==> config.mk <==
export PLATFORM = sky130hd
export DESIGN_NAME = mbi_engine
export DESIGN_NICKNAME = d
export VERILOG_FILES = /design/src/pkg/mbi_pkg.sv /design/src/hw/mbi_fifo.sv /design/src/hw/mbi_engine.sv
export VERILOG_INCLUDE_DIRS = /design/src /design/src/pkg
export SDC_FILE = /design/constraint.sdc
export NUM_CORES = 1
export LEC_CHECK = 0
export ABC_AREA = 1
export BUFFER_PORTS_ARGS = -buffer_cell sky130_fd_sc_hd__buf_2
export CORE_MARGIN = 1.5
export CORE_UTILIZATION = 60
export CTS_CLUSTER_SIZE = 16
export DETAILED_ROUTE_END_ITERATION = 8
export PLACE_DENSITY = 0.79
export SYNTH_ARGS = -nofsm -noshare
export SYNTH_HDL_FRONTEND = slang
export SYNTH_HIERARCHICAL = 1
export SYNTH_SLANG_ARGS = --single-unit
==> constraint.sdc <==
create_clock -name clk -period 3.9 [get_ports clk]
set_input_delay 0.39 -clock clk [delete_from_list [all_inputs] [get_ports clk]]
set_output_delay 0.39 -clock clk [all_outputs]
set_load 0.02 [all_outputs]
==> src/pkg/mbi_map.svh <==
`ifndef MBI_MAP_SVH
`define MBI_MAP_SVH

// clock rate in MHz
`define MBI_CLK_MHZ 40
// standard-mode quarter, one clock phase, about 5 us bit at 200 kHz
`define MBI_STD_QUARTER_NS 2500
`define MBI_STD_QUARTER_CYC ((`MBI_STD_QUARTER_NS * `MBI_CLK_MHZ + 999) / 1000)
// fast pulse timing, about 400 kHz bit rate
`define MBI_FAST_QUARTER_NS 1250
`define MBI_FAST_QUARTER_CYC ((`MBI_FAST_QUARTER_NS * `MBI_CLK_MHZ + 999) / 1000)
// clock stretch timeout, 17 ms
`define MBI_STRETCH_TMO_MS 17
`define MBI_STRETCH_TMO_CYC (`MBI_STRETCH_TMO_MS * `MBI_CLK_MHZ * 1000)
// physical buses and logical numbering
`define MBI_NUM_PHYS 4
`define MBI_BUS_RST 4'h1
`define MBI_FAST_FIRST 4'h5
`define MBI_FAST_LAST 4'h8
// spi chip select choices on bus four pins
`define MBI_CS_CLK_PIN 2'h2
`define MBI_CS_DATA_PIN 2'h3
// direction bit of the address byte
`define MBI_DIR_BIT 0
`define MBI_TIMING_RST 8'h00
`define MBI_FIFO_DEPTH 8

`endif

==> src/pkg/mbi_pkg.sv <==
package mbi_pkg;

  typedef enum logic [2:0] {
    MBI_OP_START,
    MBI_OP_STOP,
    MBI_OP_WRITE,
    MBI_OP_READ,
    MBI_OP_SELECT
  } mbi_op_e;

  typedef struct packed {
    mbi_op_e op;
    logic [7:0] data;
    logic nack_last;
  } mbi_cmd_s;

  typedef struct packed {
    logic busy;
    logic started;
    logic read_dir;
    logic nack;
    logic timeout;
    logic [3:0] bus;
  } mbi_status_s;

  typedef enum logic [3:0] {
    MBI_IDLE,
    MBI_S_REL,
    MBI_S_HI,
    MBI_S_LO,
    MBI_S_END,
    MBI_P_LO,
    MBI_P_HI,
    MBI_P_END,
    MBI_B_LO,
    MBI_B_HI
  } mbi_st_e;

endpackage

==> src/hw/mbi_fifo.sv <==
`timescale 1ns/10ps
module mbi_fifo #(
  parameter int WIDTH = 8,
  parameter int DEPTH = 8
) (
  // clock and reset
  input wire logic clk,
  input wire logic rstn,
  // fill side
  input wire logic in_valid,
  input wire logic [WIDTH-1:0] in_data,
  output logic in_ready,
  // drain side
  output logic out_valid,
  output logic [WIDTH-1:0] out_data,
  input wire logic out_ready
);
  localparam int AW = $clog2(DEPTH);

  initial begin
    if (DEPTH < 2 || (1 << AW) != DEPTH || WIDTH < 1) begin
      $error("fifo depth must be a power of two of at least 2");
    end
  end

  logic [WIDTH-1:0] mem [DEPTH];
  logic [AW-1:0] wr_q, wr_d, rd_q, rd_d;
  logic full_q, full_d, empty_q, empty_d;
  logic push, pop;

  assign in_ready = !full_q;
  assign out_valid = !empty_q;
  assign out_data = mem[rd_q];

  always_comb begin
    push = in_valid && !full_q;
    pop = out_ready && !empty_q;
    wr_d = push ? wr_q + 1'b1 : wr_q;
    rd_d = pop ? rd_q + 1'b1 : rd_q;
    full_d = full_q;
    empty_d = empty_q;
    if (push && !pop) begin
      full_d = (wr_d == rd_q);
      empty_d = 1'b0;
    end else if (pop && !push) begin
      empty_d = (rd_d == wr_q);
      full_d = 1'b0;
    end
  end

  always_ff @(posedge clk or negedge rstn) begin
    if (!rstn) begin
      wr_q <= '0;
      rd_q <= '0;
      full_q <= 1'b0;
      empty_q <= 1'b1;
    end else begin
      wr_q <= wr_d;
      rd_q <= rd_d;
      full_q <= full_d;
      empty_q <= empty_d;
    end
  end

  always_ff @(posedge clk) begin
    if (push) begin
      mem[wr_q] <= in_data;
    end
  end
endmodule

==> src/hw/mbi_engine.sv <==
// Overview of operation
// - four physical buses, numbered one to four
// - only the selected bus pins are driven, plus bus four pins as spi selects
// - stop on active bus before switching bus
// - numbers above four are logical bus variants
// - lines are only pulled low or released
// - spi mode shifts bytes over selected bus
// - default timing gives about 200 kHz clock, above 100 kHz standard mode
// - timing byte lengthens each bit phase
// - slave clock stretch honoured on every bit
// - clock tested at bit, start, stop high phase
// - stretch wait abandoned after about 17 ms
// - stretch timeout sets a status flag
// - fast pulse timing available on logical buses five to eight
// - fast timing gives about 400 kHz clock
// - sole master, no arbitration checking
// - bus four pins double as spi selects
// - select accepts 1 to F, stops first
// - address bit zero picks read or write
`timescale 1ns/10ps
`include "mbi_map.svh"
module mbi_engine import mbi_pkg::*; #(
  parameter int STRETCH_TMO_CYC = `MBI_STRETCH_TMO_CYC,
  parameter int FIFO_DEPTH = `MBI_FIFO_DEPTH
) (
  // clock and reset
  input wire logic clk,
  input wire logic rstn,
  // command stream
  input wire logic cmd_valid,
  input wire mbi_cmd_s cmd,
  output logic cmd_ready,
  // read data
  output logic rd_valid,
  output logic [7:0] rd_data,
  // configuration
  input wire logic spi_mode,
  input wire logic [1:0] spi_cs_sel,
  input wire logic [7:0] bus_bit_timing_byte,
  input wire logic clr_timeout,
  // status
  output mbi_status_s status,
  // bus pins, open drain
  input wire logic [3:0] scl_i,
  output logic [3:0] scl_o,
  output logic [3:0] scl_oe,
  input wire logic [3:0] sda_i,
  output logic [3:0] sda_o,
  output logic [3:0] sda_oe
);
  localparam int CW = 20;

  initial begin
    if (STRETCH_TMO_CYC < 2 || STRETCH_TMO_CYC >= (1 << CW)) begin
      $error("stretch timeout out of counter range");
    end
  end

  function automatic logic [1:0] phys_of(input logic [3:0] bus);
    phys_of = 2'(bus - 4'h1);
  endfunction

  function automatic logic [CW-1:0] quarter(input logic [3:0] bus, input logic [7:0] tb);
    logic fast;
    fast = (bus >= `MBI_FAST_FIRST) && (bus <= `MBI_FAST_LAST);
    if (fast) begin
      quarter = CW'(`MBI_FAST_QUARTER_CYC) + CW'(tb);
    end else begin
      quarter = CW'(`MBI_STD_QUARTER_CYC) + CW'(tb);
    end
  endfunction

  // fifo in the command path
  mbi_cmd_s f_data;
  logic f_valid, f_pop;

  mbi_fifo #(.WIDTH($bits(mbi_cmd_s)), .DEPTH(FIFO_DEPTH)) u_fifo (
    .clk(clk),
    .rstn(rstn),
    .in_valid(cmd_valid),
    .in_data(cmd),
    .in_ready(cmd_ready),
    .out_valid(f_valid),
    .out_data(f_data),
    .out_ready(f_pop)
  );

  // pin synchronisers
  logic [3:0] scl_m_q, scl_s_q, sda_m_q, sda_s_q;
  always_ff @(posedge clk or negedge rstn) begin
    if (!rstn) begin
      scl_m_q <= 4'hf;
      scl_s_q <= 4'hf;
      sda_m_q <= 4'hf;
      sda_s_q <= 4'hf;
    end else begin
      scl_m_q <= scl_i;
      scl_s_q <= scl_m_q;
      sda_m_q <= sda_i;
      sda_s_q <= sda_m_q;
    end
  end

  mbi_st_e st_q, st_d;
  mbi_cmd_s cur_q, cur_d;
  logic [CW-1:0] tmr_q, tmr_d, wait_q, wait_d;
  logic [3:0] bit_q, bit_d, bus_q, bus_d, pend_q, pend_d;
  logic [7:0] sh_q, sh_d, rdat_q, rdat_d;
  logic hi_q, hi_d, sel_q, sel_d, started_q, started_d, first_q, first_d;
  logic dir_q, dir_d, nack_q, nack_d, tmo_q, tmo_d, rv_q, rv_d;
  logic lo_scl_q, lo_scl_d, lo_sda_q, lo_sda_d, busy_q, busy_d;
  logic [3:0] scl_oe_q, scl_oe_d, sda_oe_q, sda_oe_d;
  logic scl_now, sda_now, tdone, wait_ok, wait_tmo, last_bit, in_byte;
  logic [CW-1:0] q_cyc;

  always_comb begin
    st_d = st_q;
    cur_d = cur_q;
    tmr_d = (tmr_q != '0) ? tmr_q - 1'b1 : tmr_q;
    wait_d = wait_q;
    bit_d = bit_q;
    bus_d = bus_q;
    pend_d = pend_q;
    sh_d = sh_q;
    rdat_d = rdat_q;
    hi_d = hi_q;
    sel_d = sel_q;
    started_d = started_q;
    first_d = first_q;
    dir_d = dir_q;
    nack_d = nack_q;
    tmo_d = tmo_q;
    rv_d = 1'b0;
    lo_scl_d = lo_scl_q;
    lo_sda_d = lo_sda_q;
    f_pop = 1'b0;
    scl_now = scl_s_q[phys_of(bus_q)];
    sda_now = sda_s_q[phys_of(bus_q)];
    q_cyc = quarter(bus_q, bus_bit_timing_byte);
    tdone = (tmr_q == '0);
    last_bit = spi_mode ? (bit_q == 4'h7) : (bit_q == 4'h8);
    // released clock must read high before the phase is timed
    wait_ok = 1'b0;
    wait_tmo = 1'b0;
    if (!hi_q && (st_q == MBI_S_HI || st_q == MBI_P_HI || st_q == MBI_B_HI)) begin
      if (scl_now) begin
        hi_d = 1'b1;
        wait_d = '0;
        tmr_d = q_cyc;
      end else if (wait_q == CW'(STRETCH_TMO_CYC - 1)) begin
        wait_tmo = 1'b1;
      end else begin
        wait_d = wait_q + 1'b1;
      end
    end
    wait_ok = hi_q && tdone;
    unique case (st_q)
      MBI_IDLE: begin
        if (f_valid) begin
          f_pop = 1'b1;
          cur_d = f_data;
          tmr_d = q_cyc;
          hi_d = 1'b0;
          bit_d = '0;
          unique case (f_data.op)
            MBI_OP_START: begin
              if (!spi_mode) begin
                st_d = MBI_S_REL;
              end
            end
            MBI_OP_STOP: begin
              if (started_q) begin
                st_d = MBI_P_LO;
              end
            end
            MBI_OP_WRITE: begin
              // after a read address only reads proceed
              if (spi_mode || first_q || !dir_q) begin
                sh_d = f_data.data;
                st_d = MBI_B_LO;
                if (first_q) begin
                  dir_d = f_data.data[`MBI_DIR_BIT];
                  first_d = 1'b0;
                end
              end
            end
            MBI_OP_READ: begin
              if (spi_mode || (started_q && !first_q && dir_q)) begin
                sh_d = 8'hff;
                st_d = MBI_B_LO;
              end
            end
            MBI_OP_SELECT: begin
              if (f_data.data[3:0] != 4'h0) begin
                if (started_q) begin
                  pend_d = f_data.data[3:0];
                  sel_d = 1'b1;
                  st_d = MBI_P_LO;
                end else begin
                  bus_d = f_data.data[3:0];
                end
              end
            end
            default: begin
            end
          endcase
        end
      end
      MBI_S_REL: begin
        lo_sda_d = 1'b0;
        if (tdone) begin
          st_d = MBI_S_HI;
        end
      end
      MBI_S_HI: begin
        lo_scl_d = 1'b0;
        if (wait_ok) begin
          lo_sda_d = 1'b1;
          tmr_d = q_cyc;
          st_d = MBI_S_LO;
        end
      end
      MBI_S_LO: begin
        if (tdone) begin
          lo_scl_d = 1'b1;
          tmr_d = q_cyc;
          st_d = MBI_S_END;
        end
      end
      MBI_S_END: begin
        if (tdone) begin
          started_d = 1'b1;
          first_d = 1'b1;
          st_d = MBI_IDLE;
        end
      end
      MBI_P_LO: begin
        lo_scl_d = 1'b1;
        lo_sda_d = 1'b1;
        if (tdone) begin
          hi_d = 1'b0;
          st_d = MBI_P_HI;
        end
      end
      MBI_P_HI: begin
        lo_scl_d = 1'b0;
        if (wait_ok) begin
          lo_sda_d = 1'b0;
          tmr_d = q_cyc;
          st_d = MBI_P_END;
        end
      end
      MBI_P_END: begin
        if (tdone) begin
          started_d = 1'b0;
          first_d = 1'b0;
          dir_d = 1'b0;
          if (sel_q) begin
            bus_d = pend_q;
            sel_d = 1'b0;
          end
          st_d = MBI_IDLE;
        end
      end
      MBI_B_LO: begin
        lo_scl_d = 1'b1;
        if (bit_q[3]) begin
          lo_sda_d = (cur_q.op == MBI_OP_READ) && !cur_q.nack_last;
        end else begin
          lo_sda_d = !sh_q[7];
        end
        if (tdone) begin
          hi_d = 1'b0;
          st_d = MBI_B_HI;
        end
      end
      MBI_B_HI: begin
        lo_scl_d = 1'b0;
        if (wait_ok) begin
          tmr_d = q_cyc;
          if (bit_q[3]) begin
            nack_d = sda_now;
          end else begin
            sh_d = {sh_q[6:0], sda_now};
          end
          if (last_bit) begin
            if (cur_q.op == MBI_OP_READ) begin
              rdat_d = spi_mode ? {sh_q[6:0], sda_now} : sh_q;
              rv_d = 1'b1;
            end
            // spi leaves both lines released between bytes
            lo_scl_d = !spi_mode;
            lo_sda_d = lo_sda_q && !spi_mode;
            st_d = MBI_S_END;
          end else begin
            bit_d = bit_q + 1'b1;
            st_d = MBI_B_LO;
          end
        end
      end
      default: begin
        st_d = MBI_IDLE;
      end
    endcase
    if (st_q == MBI_S_END && last_bit && tdone) begin
      // byte end reuses the hold state without restarting
      started_d = started_q;
      first_d = first_q;
    end
    if (wait_tmo) begin
      lo_scl_d = 1'b0;
      lo_sda_d = 1'b0;
      started_d = 1'b0;
      first_d = 1'b0;
      wait_d = '0;
      if (sel_q) begin
        bus_d = pend_q;
        sel_d = 1'b0;
      end
      st_d = MBI_IDLE;
    end
    if (clr_timeout) begin
      tmo_d = 1'b0;
    end
    if (wait_tmo) begin
      tmo_d = 1'b1;
    end
    busy_d = (st_d != MBI_IDLE);
    // pins of the active bus only, plus spi selects
    scl_oe_d = 4'h0;
    sda_oe_d = 4'h0;
    scl_oe_d[phys_of(bus_q)] = lo_scl_d;
    sda_oe_d[phys_of(bus_q)] = lo_sda_d;
    in_byte = spi_mode && (st_d == MBI_B_LO || st_d == MBI_B_HI);
    if (in_byte && spi_cs_sel == `MBI_CS_CLK_PIN) begin
      scl_oe_d[`MBI_NUM_PHYS-1] = 1'b1;
    end
    if (in_byte && spi_cs_sel == `MBI_CS_DATA_PIN) begin
      sda_oe_d[`MBI_NUM_PHYS-1] = 1'b1;
    end
  end

  always_ff @(posedge clk or negedge rstn) begin
    if (!rstn) begin
      st_q <= MBI_IDLE;
      cur_q <= '0;
      tmr_q <= '0;
      wait_q <= '0;
      bit_q <= '0;
      bus_q <= `MBI_BUS_RST;
      pend_q <= `MBI_BUS_RST;
      sh_q <= '0;
      rdat_q <= '0;
      hi_q <= 1'b0;
      sel_q <= 1'b0;
      started_q <= 1'b0;
      first_q <= 1'b0;
      dir_q <= 1'b0;
      nack_q <= 1'b0;
      tmo_q <= 1'b0;
      rv_q <= 1'b0;
      lo_scl_q <= 1'b0;
      lo_sda_q <= 1'b0;
      busy_q <= 1'b0;
      scl_oe_q <= 4'h0;
      sda_oe_q <= 4'h0;
    end else begin
      st_q <= st_d;
      cur_q <= cur_d;
      tmr_q <= tmr_d;
      wait_q <= wait_d;
      bit_q <= bit_d;
      bus_q <= bus_d;
      pend_q <= pend_d;
      sh_q <= sh_d;
      rdat_q <= rdat_d;
      hi_q <= hi_d;
      sel_q <= sel_d;
      started_q <= started_d;
      first_q <= first_d;
      dir_q <= dir_d;
      nack_q <= nack_d;
      tmo_q <= tmo_d;
      rv_q <= rv_d;
      lo_scl_q <= lo_scl_d;
      lo_sda_q <= lo_sda_d;
      busy_q <= busy_d;
      scl_oe_q <= scl_oe_d;
      sda_oe_q <= sda_oe_d;
    end
  end

  assign rd_valid = rv_q;
  assign rd_data = rdat_q;
  assign scl_oe = scl_oe_q;
  assign sda_oe = sda_oe_q;
  assign scl_o = 4'h0;
  assign sda_o = 4'h0;
  assign status = '{busy: busy_q, started: started_q, read_dir: dir_q,
                    nack: nack_q, timeout: tmo_q, bus: bus_q};
endmodule

======== Word level (Yosys, flattened, before mapping) ========
Memory sizes are Yosys's and may differ from the RTL's.
Index checks and enable logic that the tools add are counted.
storage, ports and cells
  memory bits (writable) .................. 96
  output and inout bits ................... 35
  register bits ........................... 119
  memories ................................ 1
memories
  name        depth  bits a word  read ports  clocked after memory_dff  write ports  line            text
  u_fifo.mem  8      12           1           0                         1            mbi_fifo.sv:26  logic [WIDTH-1:0] mem [DEPTH];
operators by class
  muxes and demuxes ....................... 120
  reductions and logical operators ........ 60
  equality and inequality tests ........... 41
  order comparisons ....................... 4
  $add $sub $neg .......................... 8
  bitwise operators ....................... 3
operators with widths
  kind                                                                    count
  20-bit 2-to-1 mux                                                       11
  4-bit 2-to-1 mux                                                        27
  20-bit case mux with 3 select lines                                     1
  1-bit 2-to-1 mux                                                        57
  8-bit 2-to-1 mux                                                        6
  4-bit case mux with 9 select lines                                      1
  8-bit case mux with 2 select lines                                      2
  3-bit inequality test (second input constant)                           7
  20-bit by 1-bit adder with 20-bit output (second input constant)        1
  20-bit equality test (second input constant)                            1
  4-bit by 3-bit equality test with 1-bit output (second input constant)  5
  4-bit equality test (second input constant)                             5
  20-bit zero test                                                        1
  4-bit case mux with 5 select lines                                      1
  20-bit nonzero test                                                     1
  20-bit by 1-bit subtractor with 20-bit output (second input constant)   1
  1-bit logical AND                                                       17
  2-bit inequality test (second input constant)                           8
  4-bit case mux with 2 select lines                                      2
  7-bit AND reduction                                                     2
  4-bit AND reduction                                                     3
  4-bit nonzero test                                                      3
  1-bit zero test                                                         10
  2-bit nonzero test                                                      5
  other kinds (38)                                                        58

======== Logic depth before layout (Yosys ltp) ========
  depth after elaboration ................. 14
  mapped depth ............................ 18
  mapped depth without buffers ............ 16

======== Hierarchy ========
Netlist, hierarchy kept.
modules (own cells, without submodules)
  module      times used  cells an instance  area an instance (µm²)  seq. area each (µm²)
  mbi_engine  1           888                6784.0                  2800.2
  mbi_fifo    1           366                4341.7                  3084.2

======== Worst setup path before layout ========
No wires, ideal clock.
  path type ............................... register -> register
  from .................................... register u_fifo.rd_q[0]
  to ...................................... register sh_q[5]
  setup time .............................. 117 ps
  setup slack ............................. 1671 ps
  cell stages (with the launch flop) ...... 16
  arrival ................................. 2112 ps
  cells stage by stage .................... dfrtp_1 > buf_6 > buf_4 > o21ai_0 > o22ai_1 > nand2_1 > nand2_1 > inv_1 > nand2_1 > nor2_1 > nand2_1 > a21oi_1 > o22ai_2 > buf_6 > nand2_1 > o21ai_2
RTL lines
  item                      line               text
  start: declaration        mbi_fifo.sv:27     logic [AW-1:0] wr_q, wr_d, rd_q, rd_d;
  start signal: assignment  mbi_fifo.sv:59     rd_q <= rd_d;
  end signal: assignment    mbi_engine.sv:352  sh_q <= '0;
  end signal: assignment    mbi_engine.sv:375  sh_q <= sh_d;
  end: declaration          mbi_engine.sv:108  logic [7:0] sh_q, sh_d, rdat_q, rdat_d;

==> results.py <==
metrics = {
    "synth": {
        "syn_area_per_cell_um2": 8.87,
        "ys_warn_count": 6,
        "ys_types": 51,
        "postSynth.topFlopCell": "dfrtp_1",
        "synth-edff-count": 96,
        "syn_area_um2": 11100,
        "async_flop_share_pct": 55.3,
        "synth-seq-area-share_pct": 52.9,
        "ys_seq_elements": 215,
        "netlist_instances": 1254,
    },
    "clocking": {
        "cts_max_path_buffers": 3,
        "cts_root_buf": "clkbuf_16",
        "hold_buffers": 8,
        "cts_resized": 0,
        "cts_max_level": 1,
        "cts_tree": "yes",
        "cts_sinks": 215,
        "clk_latency_ns": 0.52,
        "cts_setup_buffers": 0,
        "clk_pin_slew_worst_paths_ns": 0.06,
        "numCtsBuffers": 22,
    },
    "global_routing": {
        "use_met3_pct": 3.35,
        "antenna_found_initial": 0,
        "met1_usage_pct": 33.4,
        "grt_pass1_wl_mm": 40.6,
        "gr-usage-met2_pct": 45.3,
        "grt_start_max_net_pins": 66,
        "grtUsageTotal_pct": 25.8,
        "grt-ovfl-total": 0,
        "busiest_layer": "met2",
        "grt_pass1_vias": 8368,
    },
    "critical_path": {
        "start_kind": "register",
        "path_common_cell": "nand2_1",
        "cpMaxStageDelayCell": "buf_4",
        "r2r-end": "sh_q[7]$_DFFE_PN0P_",
        "required_ns": 4.26,
        "crit_type": "register to register",
        "crit_path_max_fanout": 52,
        "cp_cell_sequence": "buf_4, o21ai_0, o22ai_1, nand2_1, nand2_1, inv_1, nor2_1, nand2_1, a21oi_1, o22ai_2, nand2_1, o21ai_2",
        "cp.arrival_ns": 3.37,
        "path_delay_family": "compound AO/OA/AOI/OAI gates",
        "slowest_delay_ns": 0.44,
        "worst-r2r-cell-count": 12,
        "worstReg2RegStart": "u_fifo/rd_q[0]$_DFF_PN0_",
        "path_buf_inv": 2,
        "worst_setup_path_end_kind": "register",
        "r2r_slack_ns": 0.89,
    },
    "sta": {
        "grt_setup_unrepaired": "false",
        "skew_ns": 0.0255,
        "setup_viol": 0,
        "finalHoldViolCount": 21,
        "worstMarginPinSlew_ns": 0.837,
        "finalSetupTns_ns": 0,
        "hold_ws_ns": -0.0150,
        "timing.final.crit_share_pct": 77.2,
        "fin_crit_ns": 3.01,
        "slew_viol_final": 0,
        "fmax_ghz": 0.332,
        "slew_headroom_pct": 44.2,
    },
    "placed_design": {
        "port_buffers": 61,
        "hpwl_mm": 17.0,
        "dpl-instance-area_um2": 11500,
        "gp_congestion": 0.960,
    },
    "floorplanning": {
        "pin_count": 70,
        "die_h_um": 139,
        "die_w_um": 139,
        "num_rows": 49,
        "start_util_pct": 61.5,
        "core_area_um2": 18100,
        "dieArea_um2": 19400,
    },
    "routing": {
        "wl_per_cell_um": 15.7,
        "first_iter_violations": 530,
        "via_count": 8669,
        "routed_via_density": 5.55,
        "ant_nets": 0,
        "drc": 6,
        "dr.pass1.iters": 9,
        "wirelength_mm": 24.5,
    },
    "power_and_ir_drop": {
        "p_leak_uw": 0.00548,
        "power_uw": 8850,
        "power_density_nw_per_um2": 717,
        "irDropWorstVdd_mv": 0.498,
    },
    "final_layout": {
        "design_area_um2": 12300,
        "nNetsFinal": 1366,
        "seq_area_um2": 5880,
        "drive_gt1_share_pct": 16.3,
        "antenna_cells": 0,
        "n_fill_cell": 1402,
        "areaGrowthSynthToFinish_pct": 11.0,
        "multiInputGateArea_um2": 4480,
    },
    "flow_run": {
        "maxCapViolations": 0,
    },
    "hold_path": {
        "min_path_type": "input pin to async pin",
    },
    "run_status": {
        "outcome": "complete, but fails checks",
        "failed_checks": "design-rule violations, negative hold slack",
    },
}
registers in the layout, summed over array words and instances, names as in the netlist, 8 cells and up:
signal      flops
tmr_q          20
u_fifo/mem     96
rd_data         8
wait_q         20
sh_q            8
power breakdown:
part	total (uW)	switching, uW	leakage [uW]	internal [uW]
logic	3590	2480	0.00272	1100
registers	3140	326	0.00239	2810
clock network	2130	837	0.000365	1290
logic make-up (layout without fill, tap and decap cells):
logic type,count (synthesis),in the layout,share of synthesized area (%)
AND/OR/NAND/NOR,632,632,25.6
flip-flops,215,215,52.9
AO/OA/AOI/OAI,185,185,9.81
buffers and inverters,169,242,7.07
XOR/XNOR,31,31,2.44
adder cells (fa/ha/maj),12,12,1.35
multiplexers,9,9,0.810
other,1,8,0.0337
worst reg2reg max path: cells and delay by family, from the launching register on:
| kind | cells | cell delay, ns |
|---|---|---|
| AO/OA/AOI/OAI | 5 | 1.04 |
| AND/OR/NAND/NOR | 5 | 0.88 |
| buffers and inverters | 2 | 0.54 |
| flip-flops | 1 | 0.39 |
synth_stat cells (all sizes together), types with 6 or more instances:
library cell  count  area (um2)
xnor2            10        87.6
dfstp            19         499
dfrtp           100        2500
mux2i             9        90.1
buf              42         307
nor2            198         865
nand2           305        1200
nor3             19         115
a21oi            19        95.1
ha               12         150
inv             120         453
xor2             21         184
o31ai             6        45.0
o21ai           121         684
nand3            75         425
nand4            24         165
edfxtp           96        2880
o22ai            29         188
per-layer routing:
metal,up-vias,share of wire (%)
li1,4278,-
met1,4051,41
met2,280,50
met3,60,5.2
met4,0,3.4
met5,-,0
cell type report:
| type | instances | area share (%) |
|---|---|---|
| inverter | 122 | 3.74 |
| clock buffer | 35 | 5.35 |
| tap | 229 | 2.32 |
| sequential | 215 | 47.7 |
| clock inverter | 4 | 0.659 |
| timing repair buffer | 81 | 3.97 |
| multi-input combinational | 877 | 36.3 |
cells in the final DEF (no fill, tap or decap), drive strengths merged:
| master | Yosys | final |
|---|---|---|
| nand3 | 75 | 75 |
| a32o | 1 | 1 |
| xnor2 | 10 | 10 |
| mux2i | 9 | 9 |
| o41ai | 1 | 1 |
| o31ai | 6 | 6 |
| nand3b | 3 | 3 |
| buf | 42 | 73 |
| nor3 | 19 | 19 |
| o211ai | 1 | 1 |
| nand2 | 305 | 305 |
| a21oi | 19 | 19 |
| nor2 | 198 | 198 |
| edfxtp | 96 | 96 |
| xor2 | 21 | 21 |
| o2111ai | 1 | 1 |
| dlygate4sd3 | 0 | 8 |
| o211a | 1 | 1 |
| ha | 12 | 12 |
| a21boi | 2 | 2 |
| nor3b | 4 | 4 |
| dfrtp | 100 | 100 |
| or2 | 1 | 1 |
| a31oi | 3 | 3 |
| inv | 120 | 120 |
| o21ai | 121 | 121 |
| o22ai | 29 | 29 |
| nand4 | 24 | 24 |
| nor4 | 3 | 3 |
| clkinv | 2 | 4 |
| clkbuf | 5 | 35 |
| dfstp | 19 | 19 |
| bufinv | 0 | 2 |
| conb | 1 | 8 |
how the worst max path moves through the flow:
stage,from,endpoint,cells past startpoint
after floorplan,u_fifo/rd_q[0]$_DFF_PN0_,sh_q[5]$_DFFE_PN0P_,15
after global placement,u_fifo/rd_q[0]$_DFF_PN0_,sh_q[2]$_DFFE_PN0P_,12
after detailed placement,u_fifo/rd_q[0]$_DFF_PN0_,sh_q[7]$_DFFE_PN0P_,12
after CTS,u_fifo/rd_q[0]$_DFF_PN0_,sh_q[7]$_DFFE_PN0P_,12
after global routing,u_fifo/rd_q[0]$_DFF_PN0_,sh_q[2]$_DFFE_PN0P_,12
final,u_fifo/rd_q[0]$_DFF_PN0_,sh_q[7]$_DFFE_PN0P_,12
per-stage QoR:
| step | setup WS [ns] | std cells | hold WS [ns] | utilization [%] |
|---|---|---|---|---|
| 5_1_grt | 0.603 | 1563 | 0.0414 | 68.3 |
| 3_5_place_dp | 0.994 | 1516 | 0.347 | 63.7 |
| 2_1_floorplan | 1.67 | 1261 | 0.0944 | - |
| 6_report | 0.889 | 1563 | -0.0150 | 68.3 |
| 3_3_place_gp | 1.15 | 1516 | 0.345 | 63.7 |
| 4_1_cts | 0.957 | 1563 | 0.00650 | 68.3 |
(Power assumes the default switching activity.)
